**src/shared/tlpt_defines.vh**
```
// Functional notes
// - Linear bits 31..22 index the page directory entry.
// - Linear bits 21..12 index the page table entry.
// - Directory entry top 20 bits give the 4 KiB aligned table base.
// - Table entry top 20 bits give frame base; linear 11..0 is offset.
// - Only low 24 physical address bits reach the address pins.
// - Directory base holds a 24-bit page aligned address, low 12 bits zero.
// - Writing the directory base or a task switch load flushes the cache; a walk fill in the same cycle still lands.
// - Last faulting 32-bit linear address is kept in the fault register.
// - Entries are used only when present is one; else bits are software's.
// - Accessed flag set in directory and table entry before the access.
// - Dirty flag of the table entry set before any write to the page.
// - Flag updates use locked read-modify-write; other masters lock too.
// - The three software bits 11..9 are never changed or interpreted.
// - Level 3 is user; levels 0..2 are supervisor and skip protection checks.
// - Effective rights are the more restrictive of both entries.
// - Translation cache has four ways and 32 entries.
// - Upper 20 linear bits match cached tags; hit drives 24-bit address.
// - On a miss fetch directory entry, then table entry only if present.
// - Pages, directories and tables are 4 KiB with 1024 word entries.
// - Translation happens only while mode control bit 31 is set.
// - Not present entry or protection violation raises page fault 14.
// - Fault code bit 0 protection, bit 1 write, bit 2 user.
// - A successful walk fills the cache with page number and frame.
`ifndef TLPT_DEFINES_VH
`define TLPT_DEFINES_VH
// Entry fields
`define TLPT_PRESENT 0
`define TLPT_RW 1
`define TLPT_US 2
`define TLPT_ACC 5
`define TLPT_DIRTY 6
`define TLPT_BASE_HI 23
`define TLPT_BASE_LO 12
// Linear address fields
`define TLPT_DIR_HI 31
`define TLPT_DIR_LO 22
`define TLPT_TBL_HI 21
`define TLPT_TBL_LO 12
`define TLPT_OFS_HI 11
`define TLPT_SET_HI 14
// Misc
`define TLPT_USER_CPL 2'h3
`define TLPT_FAULT_VECTOR 8'h0e
`define TLPT_CODE_PAD 13'h0000
`define TLPT_WORD_PAD 2'h0
`define TLPT_LOW_ZERO 12'h000
`define TLPT_HIGH_ZERO 8'h00
`define TLPT_PAGE_ENABLE_BIT 31
`endif
```
**src/core/tlpt_unit.v**
```verilog
`timescale 1ns/1ps
`include "tlpt_defines.vh"

module tlpt_unit (
    input wire ref_clk_in,
    input wire nrst_in,
    // Control register access
    input wire [31:0] mode_control_in,
    input wire dir_base_wr_in,
    input wire task_switch_ld_in,
    input wire [31:0] dir_base_wdata_in,
    input wire fault_addr_wr_in,
    input wire [31:0] fault_addr_wdata_in,
    output wire [31:0] directory_base_out,
    output wire [31:0] fault_address_out,
    // Segmentation side
    input wire req_valid_in,
    input wire [31:0] req_lin_addr_in,
    input wire req_write_in,
    input wire [1:0] req_cpl_in,
    output wire req_ready_out,
    output reg resp_valid_out,
    output reg [23:0] resp_phys_addr_out,
    output reg resp_fault_out,
    output reg [7:0] fault_vector_out,
    output reg [15:0] fault_code_out,
    // System memory side
    output wire mem_req_out,
    output reg [23:0] mem_addr_out,
    output reg mem_write_out,
    output reg mem_lock_out,
    output reg [31:0] mem_wdata_out,
    input wire [31:0] mem_rdata_in,
    input wire mem_ack_in
);

//--------------------------------------------------------------
// States and storage
//--------------------------------------------------------------
localparam [6:0] S_IDLE = 7'h01;
localparam [6:0] S_LOOK = 7'h02;
localparam [6:0] S_PDE_RD = 7'h04;
localparam [6:0] S_PDE_WR = 7'h08;
localparam [6:0] S_PTE_RD = 7'h10;
localparam [6:0] S_PTE_WR = 7'h20;
localparam [6:0] S_DONE = 7'h40;

reg [6:0] state_reg;
reg [31:0] dir_base_reg;
reg [31:0] fault_addr_reg;
reg [31:0] lin_reg;
reg write_reg;
reg user_reg;
reg [31:0] pde_reg;
reg [31:0] pte_reg;

// Cache: index is {set, way}, 8 sets of 4 ways
reg tlb_valid [0:31];
reg [19:0] tlb_tag [0:31];
reg [11:0] tlb_frame [0:31];
reg tlb_us [0:31];
reg tlb_rw [0:31];
reg tlb_dirty [0:31];
reg [2:0] plru_reg [0:7];

integer i;
integer j;

//--------------------------------------------------------------
// Functions
//--------------------------------------------------------------
// Page protection check
function prot_fault;
    input user;
    input wr;
    input us;
    input rw;
    begin
        prot_fault = user & (~us | (wr & ~rw));
    end
endfunction

// Tree pseudo-LRU: mark way as recently used
function [2:0] plru_touch;
    input [2:0] old;
    input [1:0] way;
    begin
        if (way[1] == 1'b0) begin
            plru_touch = {old[2], ~way[0], 1'b1};
        end else begin
            plru_touch = {~way[0], old[1], 1'b0};
        end
    end
endfunction

//--------------------------------------------------------------
// Lookup and victim selection
//--------------------------------------------------------------
wire [2:0] set_idx = lin_reg[`TLPT_SET_HI:`TLPT_TBL_LO];
wire [19:0] vpn = lin_reg[`TLPT_DIR_HI:`TLPT_TBL_LO];
reg hit;
reg [1:0] hit_way;
reg [1:0] victim;
reg have_free;
reg [2:0] pl;

// Compare page number against all ways of the set
always @* begin
    hit = 1'b0;
    hit_way = 2'h0;
    have_free = 1'b0;
    victim = 2'h0;
    pl = plru_reg[set_idx];
    for (j = 3; j >= 0; j = j - 1) begin
        if (tlb_valid[{set_idx, j[1:0]}] && tlb_tag[{set_idx, j[1:0]}] == vpn) begin
            hit = 1'b1;
            hit_way = j[1:0];
        end
        if (!tlb_valid[{set_idx, j[1:0]}]) begin
            have_free = 1'b1;
            victim = j[1:0];
        end
    end
    // Refill the matching way so a set never holds one page twice
    if (hit) begin
        victim = hit_way;
    end else if (!have_free) begin
        victim = pl[0] ? {1'b1, pl[2]} : {1'b0, pl[1]};
    end
end

wire [4:0] hit_idx = {set_idx, hit_way};
wire [4:0] fill_idx = {set_idx, victim};
// Write hit on a clean page must walk to set the dirty flag
wire hit_usable = hit & (~write_reg | tlb_dirty[hit_idx]);
wire paging_on = mode_control_in[`TLPT_PAGE_ENABLE_BIT];
wire eff_us = pde_reg[`TLPT_US] & pte_reg[`TLPT_US];
wire eff_rw = pde_reg[`TLPT_RW] & pte_reg[`TLPT_RW];
wire pte_fault = prot_fault(user_reg, write_reg, eff_us, eff_rw);
wire pte_needs_wr = ~pte_reg[`TLPT_ACC] | (write_reg & ~pte_reg[`TLPT_DIRTY]);
wire flush = dir_base_wr_in | task_switch_ld_in;

// Directory and table entry addresses, word aligned
wire [23:0] pde_addr = {dir_base_reg[`TLPT_BASE_HI:`TLPT_BASE_LO],
    lin_reg[`TLPT_DIR_HI:`TLPT_DIR_LO], `TLPT_WORD_PAD};
wire [23:0] pte_addr = {pde_reg[`TLPT_BASE_HI:`TLPT_BASE_LO],
    lin_reg[`TLPT_TBL_HI:`TLPT_TBL_LO], `TLPT_WORD_PAD};

assign req_ready_out = (state_reg == S_IDLE);
// Protection check cycle before the table write-back makes no request
assign mem_req_out = (state_reg == S_PDE_RD) | (state_reg == S_PDE_WR) |
    (state_reg == S_PTE_RD) | ((state_reg == S_PTE_WR) & mem_write_out);
assign directory_base_out = dir_base_reg;
assign fault_address_out = fault_addr_reg;

//--------------------------------------------------------------
// Control registers
//--------------------------------------------------------------
// Directory base keeps only a page aligned 24-bit address
always @(posedge ref_clk_in or negedge nrst_in) begin
    if (!nrst_in) begin
        dir_base_reg <= 32'h00000000;
    end else if (flush) begin
        dir_base_reg <= {`TLPT_HIGH_ZERO,
            dir_base_wdata_in[`TLPT_BASE_HI:`TLPT_BASE_LO], `TLPT_LOW_ZERO};
    end
end

//--------------------------------------------------------------
// Walk state machine
//--------------------------------------------------------------
// A hardware fault capture wins over a software write
always @(posedge ref_clk_in or negedge nrst_in) begin
    if (!nrst_in) begin
        state_reg <= S_IDLE;
        fault_addr_reg <= 32'h00000000;
        lin_reg <= 32'h00000000;
        write_reg <= 1'b0;
        user_reg <= 1'b0;
        pde_reg <= 32'h00000000;
        pte_reg <= 32'h00000000;
        resp_valid_out <= 1'b0;
        resp_phys_addr_out <= 24'h000000;
        resp_fault_out <= 1'b0;
        fault_vector_out <= 8'h00;
        fault_code_out <= 16'h0000;
        mem_addr_out <= 24'h000000;
        mem_write_out <= 1'b0;
        mem_lock_out <= 1'b0;
        mem_wdata_out <= 32'h00000000;
        for (i = 0; i < 32; i = i + 1) begin
            tlb_valid[i] <= 1'b0;
            tlb_tag[i] <= 20'h00000;
            tlb_frame[i] <= 12'h000;
            tlb_us[i] <= 1'b0;
            tlb_rw[i] <= 1'b0;
            tlb_dirty[i] <= 1'b0;
        end
        for (i = 0; i < 8; i = i + 1) begin
            plru_reg[i] <= 3'h0;
        end
    end else begin
        resp_valid_out <= 1'b0;
        if (fault_addr_wr_in) begin
            fault_addr_reg <= fault_addr_wdata_in;
        end
        // Flush first so a fill in the same cycle still lands
        if (flush) begin
            for (i = 0; i < 32; i = i + 1) begin
                tlb_valid[i] <= 1'b0;
            end
        end
        case (state_reg)
            S_IDLE: begin
                if (req_valid_in) begin
                    lin_reg <= req_lin_addr_in;
                    write_reg <= req_write_in;
                    user_reg <= (req_cpl_in == `TLPT_USER_CPL);
                    state_reg <= S_LOOK;
                end
            end
            S_LOOK: begin
                resp_fault_out <= 1'b0;
                if (!paging_on) begin
                    resp_phys_addr_out <= lin_reg[`TLPT_BASE_HI:0];
                    state_reg <= S_DONE;
                end else if (hit_usable) begin
                    plru_reg[set_idx] <= plru_touch(plru_reg[set_idx], hit_way);
                    resp_phys_addr_out <= {tlb_frame[hit_idx],
                        lin_reg[`TLPT_OFS_HI:0]};
                    if (prot_fault(user_reg, write_reg, tlb_us[hit_idx], tlb_rw[hit_idx])) begin
                        resp_fault_out <= 1'b1;
                        fault_vector_out <= `TLPT_FAULT_VECTOR;
                        fault_code_out <= {`TLPT_CODE_PAD, user_reg, write_reg, 1'b1};
                        fault_addr_reg <= lin_reg;
                    end
                    state_reg <= S_DONE;
                end else begin
                    mem_addr_out <= pde_addr;
                    mem_write_out <= 1'b0;
                    mem_lock_out <= 1'b1;
                    state_reg <= S_PDE_RD;
                end
            end
            S_PDE_RD: begin
                if (mem_ack_in) begin
                    pde_reg <= mem_rdata_in;
                    if (!mem_rdata_in[`TLPT_PRESENT]) begin
                        // Not present: fault, nothing cached
                        mem_lock_out <= 1'b0;
                        resp_fault_out <= 1'b1;
                        fault_vector_out <= `TLPT_FAULT_VECTOR;
                        fault_code_out <= {`TLPT_CODE_PAD, user_reg, write_reg, 1'b0};
                        fault_addr_reg <= lin_reg;
                        state_reg <= S_DONE;
                    end else if (!mem_rdata_in[`TLPT_ACC]) begin
                        // Locked write-back, other bits untouched
                        mem_write_out <= 1'b1;
                        mem_wdata_out <= mem_rdata_in | (32'h1 << `TLPT_ACC);
                        state_reg <= S_PDE_WR;
                    end else begin
                        mem_lock_out <= 1'b0;
                        mem_addr_out <= {mem_rdata_in[`TLPT_BASE_HI:`TLPT_BASE_LO],
                            lin_reg[`TLPT_TBL_HI:`TLPT_TBL_LO], `TLPT_WORD_PAD};
                        mem_lock_out <= 1'b1;
                        state_reg <= S_PTE_RD;
                    end
                end
            end
            S_PDE_WR: begin
                if (mem_ack_in) begin
                    mem_write_out <= 1'b0;
                    mem_addr_out <= pte_addr;
                    state_reg <= S_PTE_RD;
                end
            end
            S_PTE_RD: begin
                if (mem_ack_in) begin
                    pte_reg <= mem_rdata_in;
                    if (!mem_rdata_in[`TLPT_PRESENT]) begin
                        mem_lock_out <= 1'b0;
                        resp_fault_out <= 1'b1;
                        fault_vector_out <= `TLPT_FAULT_VECTOR;
                        fault_code_out <= {`TLPT_CODE_PAD, user_reg, write_reg, 1'b0};
                        fault_addr_reg <= lin_reg;
                        state_reg <= S_DONE;
                    end else begin
                        // Protection is judged next cycle from latched entries
                        state_reg <= S_PTE_WR;
                        mem_write_out <= 1'b0;
                    end
                end
            end
            S_PTE_WR: begin
                if (!mem_write_out) begin
                    if (pte_fault) begin
                        mem_lock_out <= 1'b0;
                        resp_fault_out <= 1'b1;
                        fault_vector_out <= `TLPT_FAULT_VECTOR;
                        fault_code_out <= {`TLPT_CODE_PAD, user_reg, write_reg, 1'b1};
                        fault_addr_reg <= lin_reg;
                        state_reg <= S_DONE;
                    end else if (pte_needs_wr) begin
                        mem_write_out <= 1'b1;
                        mem_wdata_out <= pte_reg | (32'h1 << `TLPT_ACC) |
                            ({31'h0, write_reg} << `TLPT_DIRTY);
                    end
                end
                if ((!mem_write_out && !pte_fault && !pte_needs_wr) ||
                    (mem_write_out && mem_ack_in)) begin
                    // Fill the cache after a fully present walk with no protection fault
                    mem_write_out <= 1'b0;
                    mem_lock_out <= 1'b0;
                    tlb_valid[fill_idx] <= 1'b1;
                    tlb_tag[fill_idx] <= vpn;
                    tlb_frame[fill_idx] <= pte_reg[`TLPT_BASE_HI:`TLPT_BASE_LO];
                    tlb_us[fill_idx] <= eff_us;
                    tlb_rw[fill_idx] <= eff_rw;
                    tlb_dirty[fill_idx] <= pte_reg[`TLPT_DIRTY] | write_reg;
                    plru_reg[set_idx] <= plru_touch(plru_reg[set_idx], victim);
                    resp_phys_addr_out <= {pte_reg[`TLPT_BASE_HI:`TLPT_BASE_LO],
                        lin_reg[`TLPT_OFS_HI:0]};
                    state_reg <= S_DONE;
                end
            end
            S_DONE: begin
                resp_valid_out <= 1'b1;
                state_reg <= S_IDLE;
            end
            default: begin
                state_reg <= S_IDLE;
            end
        endcase
    end
end

endmodule // tlpt_unit

```
**config.mk**
```make
export PLATFORM = sky130hd
export DESIGN_NAME = tlpt_unit
export DESIGN_NICKNAME = d
export VERILOG_FILES = /design/src/core/tlpt_unit.v
export VERILOG_INCLUDE_DIRS = /design/src /design/src/shared
export SDC_FILE = /design/constraint.sdc
export NUM_CORES = 2
export LEC_CHECK = 0
export BUFFER_PORTS_ARGS = -buffer_cell sky130_fd_sc_hd__buf_4
export CORE_UTILIZATION = 62
export DETAILED_ROUTE_END_ITERATION = 10
export MAX_ROUTING_LAYER = met4
export PLACE_DENSITY = 0.82
export SLEW_MARGIN = 30
export SYNTH_ARGS = -nofsm -noshare
export SYNTH_HDL_FRONTEND = slang
export SYNTH_SLANG_ARGS = --single-unit
```
**constraint.sdc**
```tcl
create_clock -name ref_clk_in -period 7.21 [get_ports ref_clk_in]
set_input_delay 1.442 -clock ref_clk_in [delete_from_list [all_inputs] [get_ports ref_clk_in]]
set_output_delay 1.442 -clock ref_clk_in [all_outputs]
set_load 0.01 [all_outputs]
```
# Yosys cells after proc, flatten, opt, wreduce, memory -nomap -nowiden
# Index checks and enable logic that the tools add are counted.
totals:
  register_bits: 1425
  latchBits: 0
  mem_bits_rw: 0
  romBits: 0
  out_inout_bits: 174
  word_cells: 507
  n_memories: 0
op_classes:
  addsub: 0
  n_mul: 0
  div_mod_pow: 0
  magnitude_cmp: 9
  eq_ne: 36
  shifts: 0
  mux: 176
  n_bitwise: 36
  reduce_logical: 33
ops:
  columns: ["operator", "count"]
  rows:
  - ["bitwise mux 640 bit", 1]
  - ["two-way mux 32 bit", 17]
  - ["binary-select mux 20 bit (select 5 bit)", 4]
  - ["bitwise mux 384 bit", 1]
  - ["two-way mux 24 bit", 12]
  - ["two-way mux 20 bit", 9]
  - ["two-way mux 16 bit", 7]
  - ["demux 20 bit (select 5 bit)", 1]
  - ["bitwise mux 32 bit", 3]
  - ["case mux 24 bit (2 select lines)", 2]
  - ["case mux 32 bit (3 select lines)", 1]
  - ["equality test 20 bit", 4]
  - ["two-way mux 7 bit", 11]
  - ["case mux 24 bit (3 select lines)", 1]
  - ["case mux 32 bit (2 select lines)", 1]
  - ["binary-select mux 12 bit (select 5 bit)", 1]
  - ["demux 12 bit (select 5 bit)", 1]
  - ["two-way mux 8 bit", 7]
  - ["two-way mux 1 bit", 53]
  - ["bitwise mux 24 bit", 2]
  - ["case mux 16 bit (3 select lines)", 1]
  - ["case mux 7 bit (6 select lines)", 1]
  - ["greater-or-equal comparator 6 bit, second input constant", 6]
  - ["two-way mux 12 bit", 3]
  - ["49 further kinds", 140]

# Depth between registers and ports, before layout
depth:
  depth_word: 23
  ltp_mapped: 26
  depth_no_buf: 14

# Least setup slack after synthesis
# OpenSTA, ideal clock, no wires.
synth_path:
  path_type: "register to register"
  from: "register lin_reg[12]"
  to: "register resp_phys_addr_out[18]"
  t_arrival_ns: 4.991
  required_time_ns: 7.085
  slack_ns: 2.094
  path_stages_with_launch: 20
  n_path_buf: 5
  path_cell_list: "dfrtp_1 buf_6 buf_2 mux2_1 a221o_1 a222oi_1 xor2_1 nand3_1 or4_1 clkbuf_1 a221oi_1 mux2_1 a311o_1 nor4b_1 nand4_1 a21boi_1 o21a_1 buf_2 buf_6 mux2_2"
synth_via:
  elab_chain_cells: 18
  word_cells_on_any_way: 58
  classes_between: "eq/ne (5); mux (41); bitwise (7); reduce/logical (5)"
synth_rtl:
  columns: ["item", "line_no", "text"]
  rows:
  - ["start, declared", "tlpt_unit.v:51", "reg [31:0] lin_reg;"]
  - ["start signal, assigned", "tlpt_unit.v:216", "lin_reg <= req_lin_addr_in;"]
  - ["inverter 5 -> 6 bit (implied by the code)", "tlpt_unit.v:115", "if (tlb_valid[{set_idx, j[1:0]}] && tlb_tag[{set_idx, j[1:0]}] == vpn) begin"]
  - ["binary-select mux 20 bit (select 5 bit)", "tlpt_unit.v:115", null]
  - ["two-way mux 20 bit (implied by the code) (2 in series)", "tlpt_unit.v:115", null]
  - ["equality test 20 bit", "tlpt_unit.v:115", null]
  - ["logical AND 1 bit", "tlpt_unit.v:115", null]
  - ["two-way mux 2 bit (4 in series)", "tlpt_unit.v:115", null]
  - ["inverter 5 -> 6 bit (implied by the code)", "tlpt_unit.v:135, tlpt_unit.v:229", null]
  - ["binary-select mux 1 bit (select 5 bit)", "tlpt_unit.v:135", "wire hit_usable = hit & (~write_reg | tlb_dirty[hit_idx]);"]
  - ["two-way mux 1 bit (implied by the code) (2 in series)", "tlpt_unit.v:135", null]
  - ["bitwise OR 1 bit", "tlpt_unit.v:135", null]
  - ["AND 1 bit", "tlpt_unit.v:135", null]
  - ["inequality test 3 bit (no line)", null, null]
  - ["AND reduction 3 bit (no line)", null, null]
  - ["end signal, assigned", "tlpt_unit.v:225", "resp_phys_addr_out <= lin_reg[`TLPT_BASE_HI:0];"]
  - ["end signal, assigned", "tlpt_unit.v:229", "resp_phys_addr_out <= {tlb_frame[hit_idx],"]
  - ["end signal, assigned", "tlpt_unit.v:321", "resp_phys_addr_out <= {pte_reg[`TLPT_BASE_HI:`TLPT_BASE_LO],"]
  - ["end, declared", "tlpt_unit.v:23", "output reg [23:0] resp_phys_addr_out,"]
# Parallel ways exist; a longest one is shown, timed or not. The select of a mux whose other input is x is not followed.
# A chain may end at the register's enable or synchronous reset.

# Worst setup path in the final report
layout_path:
  from: "register lin_reg[13]"
  to: "register plru_reg[18] (netlist name)"
layout_via:
  elab_chain_cells: 18
  word_cells_on_any_way: 85
  classes_between: "order compare (2); eq/ne (5); mux (64); bitwise (8); reduce/logical (6)"
layout_rtl:
  columns: ["item", "line_no", "text"]
  rows:
  - ["inverter 5 -> 6 bit (implied by the code)", "tlpt_unit.v:115, tlpt_unit.v:119", null]
  - ["binary-select mux 20 bit (select 5 bit)", "tlpt_unit.v:115", null]
  - ["two-way mux 20 bit (implied by the code) (2 in series)", "tlpt_unit.v:115", null]
  - ["equality test 20 bit", "tlpt_unit.v:115", null]
  - ["logical AND 1 bit", "tlpt_unit.v:115", null]
  - ["two-way mux 2 bit (4 in series)", "tlpt_unit.v:115", null]
  - ["inverter 5 -> 6 bit (implied by the code) / two-way mux 3 bit (equally long branches)", "tlpt_unit.v:135, tlpt_unit.v:88", null]
  - ["binary-select mux 1 bit (select 5 bit) / two-way mux 3 bit (equally long branches)", "tlpt_unit.v:135, tlpt_unit.v:227", null]
  - ["two-way mux 1 bit (implied by the code) / two-way mux 3 bit (equally long branches)", "tlpt_unit.v:135, tlpt_unit.v:224", null]
  - ["two-way mux 1 bit (implied by the code) / two-way mux 3 bit (equally long branches)", "tlpt_unit.v:135, tlpt_unit.v:213", null]
  - ["bitwise OR 1 bit / bitwise mux 24 bit (equally long branches)", "tlpt_unit.v:135, tlpt_unit.v:228", null]
  - ["AND 1 bit / two-way mux 24 bit (equally long branches)", "tlpt_unit.v:135, tlpt_unit.v:227", null]
  - ["inequality test 2 bit (no line) / two-way mux 24 bit (equally long branches)", null, null]
  - ["AND reduction 4 bit (no line) / case mux 24 bit (2 select lines) (equally long branches)", null, null]
  - ["end signal, assigned by index", "tlpt_unit.v:228", "plru_reg[set_idx] <= plru_touch(plru_reg[set_idx], hit_way);"]
  - ["end signal, assigned by index", "tlpt_unit.v:320", "plru_reg[set_idx] <= plru_touch(plru_reg[set_idx], victim);"]
  - ["end, declared", "tlpt_unit.v:64", "reg [2:0] plru_reg [0:7];"]
# Parallel ways exist; a longest one is shown, timed or not. The select of a mux whose other input is x is not followed.

==> key figures <==
Status
  • Status: finished, final reports clean

Worst setup path
  • R2R cell count: 18
  • Max incr delay on CP: 0.70 ns
  • Worst path slowest cell: dfrtp_4
  • Reg-to-reg slack, setup: 0.34 ns
  • CP arrival: 7.50 ns
  • Crit start category: flop
  • CP Class: reg -> reg
  • Worst-path maximum fanout: 27
  • CP Capture Type: flop
  • Crit path required time: 7.85 ns
  • Crit-path cells: buf_4 > nor2b_1 > buf_4 > a22oi_1 > o221ai_1 > o221ai_1 > nor4_2 > and3_1 > a22oi_1 > buf_4 > o21ai_0 > a21oi_1 > nor4b_1 > nand4_1 > a41oi_2 > buf_4 > nand2b_1 > mux2_2
  • Most used cell, CP: buf_4

Cells and area
  • Synth-to-Final Area Change: 13.2%
  • Area of the multi-input gates: 27600 µm²
  • Fillers: 6619
  • Non-filler cells, final: 6966
  • Largest registers: tlb_tag (640), tlb_frame (384)
  • Nets@finish: 5663
  • Ant. Diodes: 0
  • FF/Latch Area: 34900 µm²
  • Commonest cells after routing, fill and taps aside: 1379 x dfrtp_1, 1083 x mux2_2, 615 x nand2_1
  • Leading cell type in the layout, fill and taps excluded: dfrtp_1
  • Max reg flops: 640
  • Largest Register: tlb_tag
  • Layout cell share with drive strength beyond 1: 34.6%
  • Post-layout util: 71.3%

Synthesis
  • Mean Syn Cell Area: 12.0 µm²
  • Most used DFF post-synth: dfrtp_1
  • Seq/Total Area, Yosys: 54.0%
  • Post-Syn Instances: 5362
  • Number of synthesized flops with an enable pin: 0
  • Post-Syn Area: 64500 µm²
  • Library cells used by synthesis: 94
  • Syn. warnings: 0
  • #FFs+latches synth: 1393
  • Async S/R FF share, synth: 100%

Route
  • DRT Pass-1 Iters: 7
  • Post-DR wirelength/cell: 27.3 µm
  • Routed WL: 190000 µm
  • DR vias: 47100
  • Final ANT Viol Nets: 0
  • Starting DRT DRC Count: 6014
  • Vias/cell: 6.76
  • # DRC: 0

Clocking
  • # resized after CTS: 0
  • Clk root buf: clkbuf_16
  • # hold bufs at CTS: 0
  • Clock transition at the registers of the reported paths: 0.06 ns
  • Postcts setup bufs: 0
  • CTS tree: built
  • # clock sinks: 1393
  • Later-pin clock latency in the skew report: 0.76 ns
  • H-tree depth: 4
  • CTS Buffer Depth: 3
  • Total CTS buffers: 141

STA
  • Skew final: 0.0310 ns
  • Final worst path period share: 95.3%
  • Fin. Hold Viols: 0
  • Final min period: 6.87 ns
  • Max transition margin: 33.8%
  • Highest clock rate: 146 MHz
  • Final TNS setup: 0 ns
  • Actual slew at the worst max-slew pin: 0.993 ns
  • RSZ-0062 raised after global routing: no
  • Final setup fails: 0
  • Slew Limit Fails: 0

Power and ir drop
  • Pwr Total: 22.2 mW
  • Pwr dens: 304 nW/µm²
  • Worst VDD drop: 0.382 mV
  • Leak: 35.4 nW

GRT
  • Gr usage total: 37.1%
  • First-pass GRT wire length: 291000 µm
  • Vias in the first global route: 48500
  • Largest net degree at the start of global routing: 191
  • Initial antenna violation count: 7
  • GR Overflow Total: 0

Placement
  • GP Congestion: 0.962
  • Port-buffer cells: 252
  • Placed cell count: 6715
  • Post-DP HPWL: 115000 µm

Floorplan
  • Core Rows: 117
  • DIE AREA: 105000 µm²
  • Die width: 325 µm
  • I/O Pins: 344
  • Core area: 102000 µm²
  • Chip height: 325 µm
  • Starting Density: 63.0%

Run
  • Total of max-cap violations: 0

Hold path
  • Hold Crit Depth: 1
  • Min-delay worst type: reg -> reg
-- worst paths after layout --
path                              startpoint             end
worst max-delay path             lin_reg[13]    plru_reg[18]
min in group asynchronous            nrst_in    tlb_tag[491]
worst min register to register  tlb_tag[200]    tlb_tag[200]
worst max register to register   lin_reg[13]    plru_reg[18]
worst min-delay path            tlb_tag[200]    tlb_tag[200]
max in group asynchronous            nrst_in  tlb_frame[135]
-- critical path, delay by kind of cell (launching register included) --
family / cells / cell delay [ns]
DFF: 1 / 0.70
buffers and inverters: 4 / 1.28
and+or+nand+nor: 6 / 2.18
muxes: 1 / 0.37
AOI/OAI and AO/OA: 7 / 2.17
-- per-stage QoR --
| stage | cell area [µm²] | worst slack [ns] | hold WS, ns |
|---|---|---|---|
| after floorplan | 64700 | 2.09 | 0.428 |
| after global placement | 68300 | 0.917 | 0.443 |
| after detailed placement | 68300 | 0.813 | 0.446 |
| after CTS | 72900 | 0.702 | 0.467 |
| after global routing | 73000 | 0.119 | 0.482 |
| final | 73000 | 0.342 | 0.467 |
-- cell type report --
class / instances / area share (%)
multi-input combinational: 3450 / 37.7
clock inverter: 34 / 0.408
inverter: 32 / 0.164
timing repair buffer: 475 / 5.69
clock buffer: 214 / 5.89
tap: 1368 / 2.34
sequential: 1393 / 47.8
-- cell usage after synthesis (32+ instances only) --
cell	number	area (µm²)
a211oi_1	59	443
a21oi_1	145	726
a221oi_1	68	596
a22oi_1	112	841
a31oi_1	53	332
and2_1	32	200
and3_1	53	332
buf_1	32	120
buf_2	55	275
buf_4	49	368
clkbuf_1	366	1370
dfrtp_1	1392	34800
mux2_2	1083	12200
mux2i_1	163	1630
mux4_2	53	1190
nand2_1	632	2370
nand2b_1	34	213
nand3_1	41	205
nor2_1	138	518
nor2b_1	49	307
o21ai_0	216	1080
o22ai_1	38	238
o31ai_1	34	255
-- report_power, final --
group	internal (mW)	switching (mW)	leakage [nW]
clock network	4.22	3.10	2.28
logic	2.00	4.01	14.1
registers	8.25	0.591	19.0
-- routing by layer --
metal	wire length, µm	up-vias	track usage, %
li1	-	19400	-
met1	71900	24200	47.1
met2	88600	2789	56.3
met3	18500	684	8.11
met4	10800	0	19.0
met5	0	-	-
-- cells by family (layout without fill, tap and decap cells) --
family                 count (synthesis)  after routing  share of synthesized area, %
flip-flops                          1393           1393                          54.0
multiplexers                        1331           1331                          23.9
AO/OA/AOI/OAI                        904            904                          9.47
XOR/XNOR                              50             50                         0.679
buffers and inverters                558            755                          3.92
other                                  1             40                       0.00581
AND/OR/NAND/NOR                     1125           1125                          8.04
(Power assumes the default switching activity.)
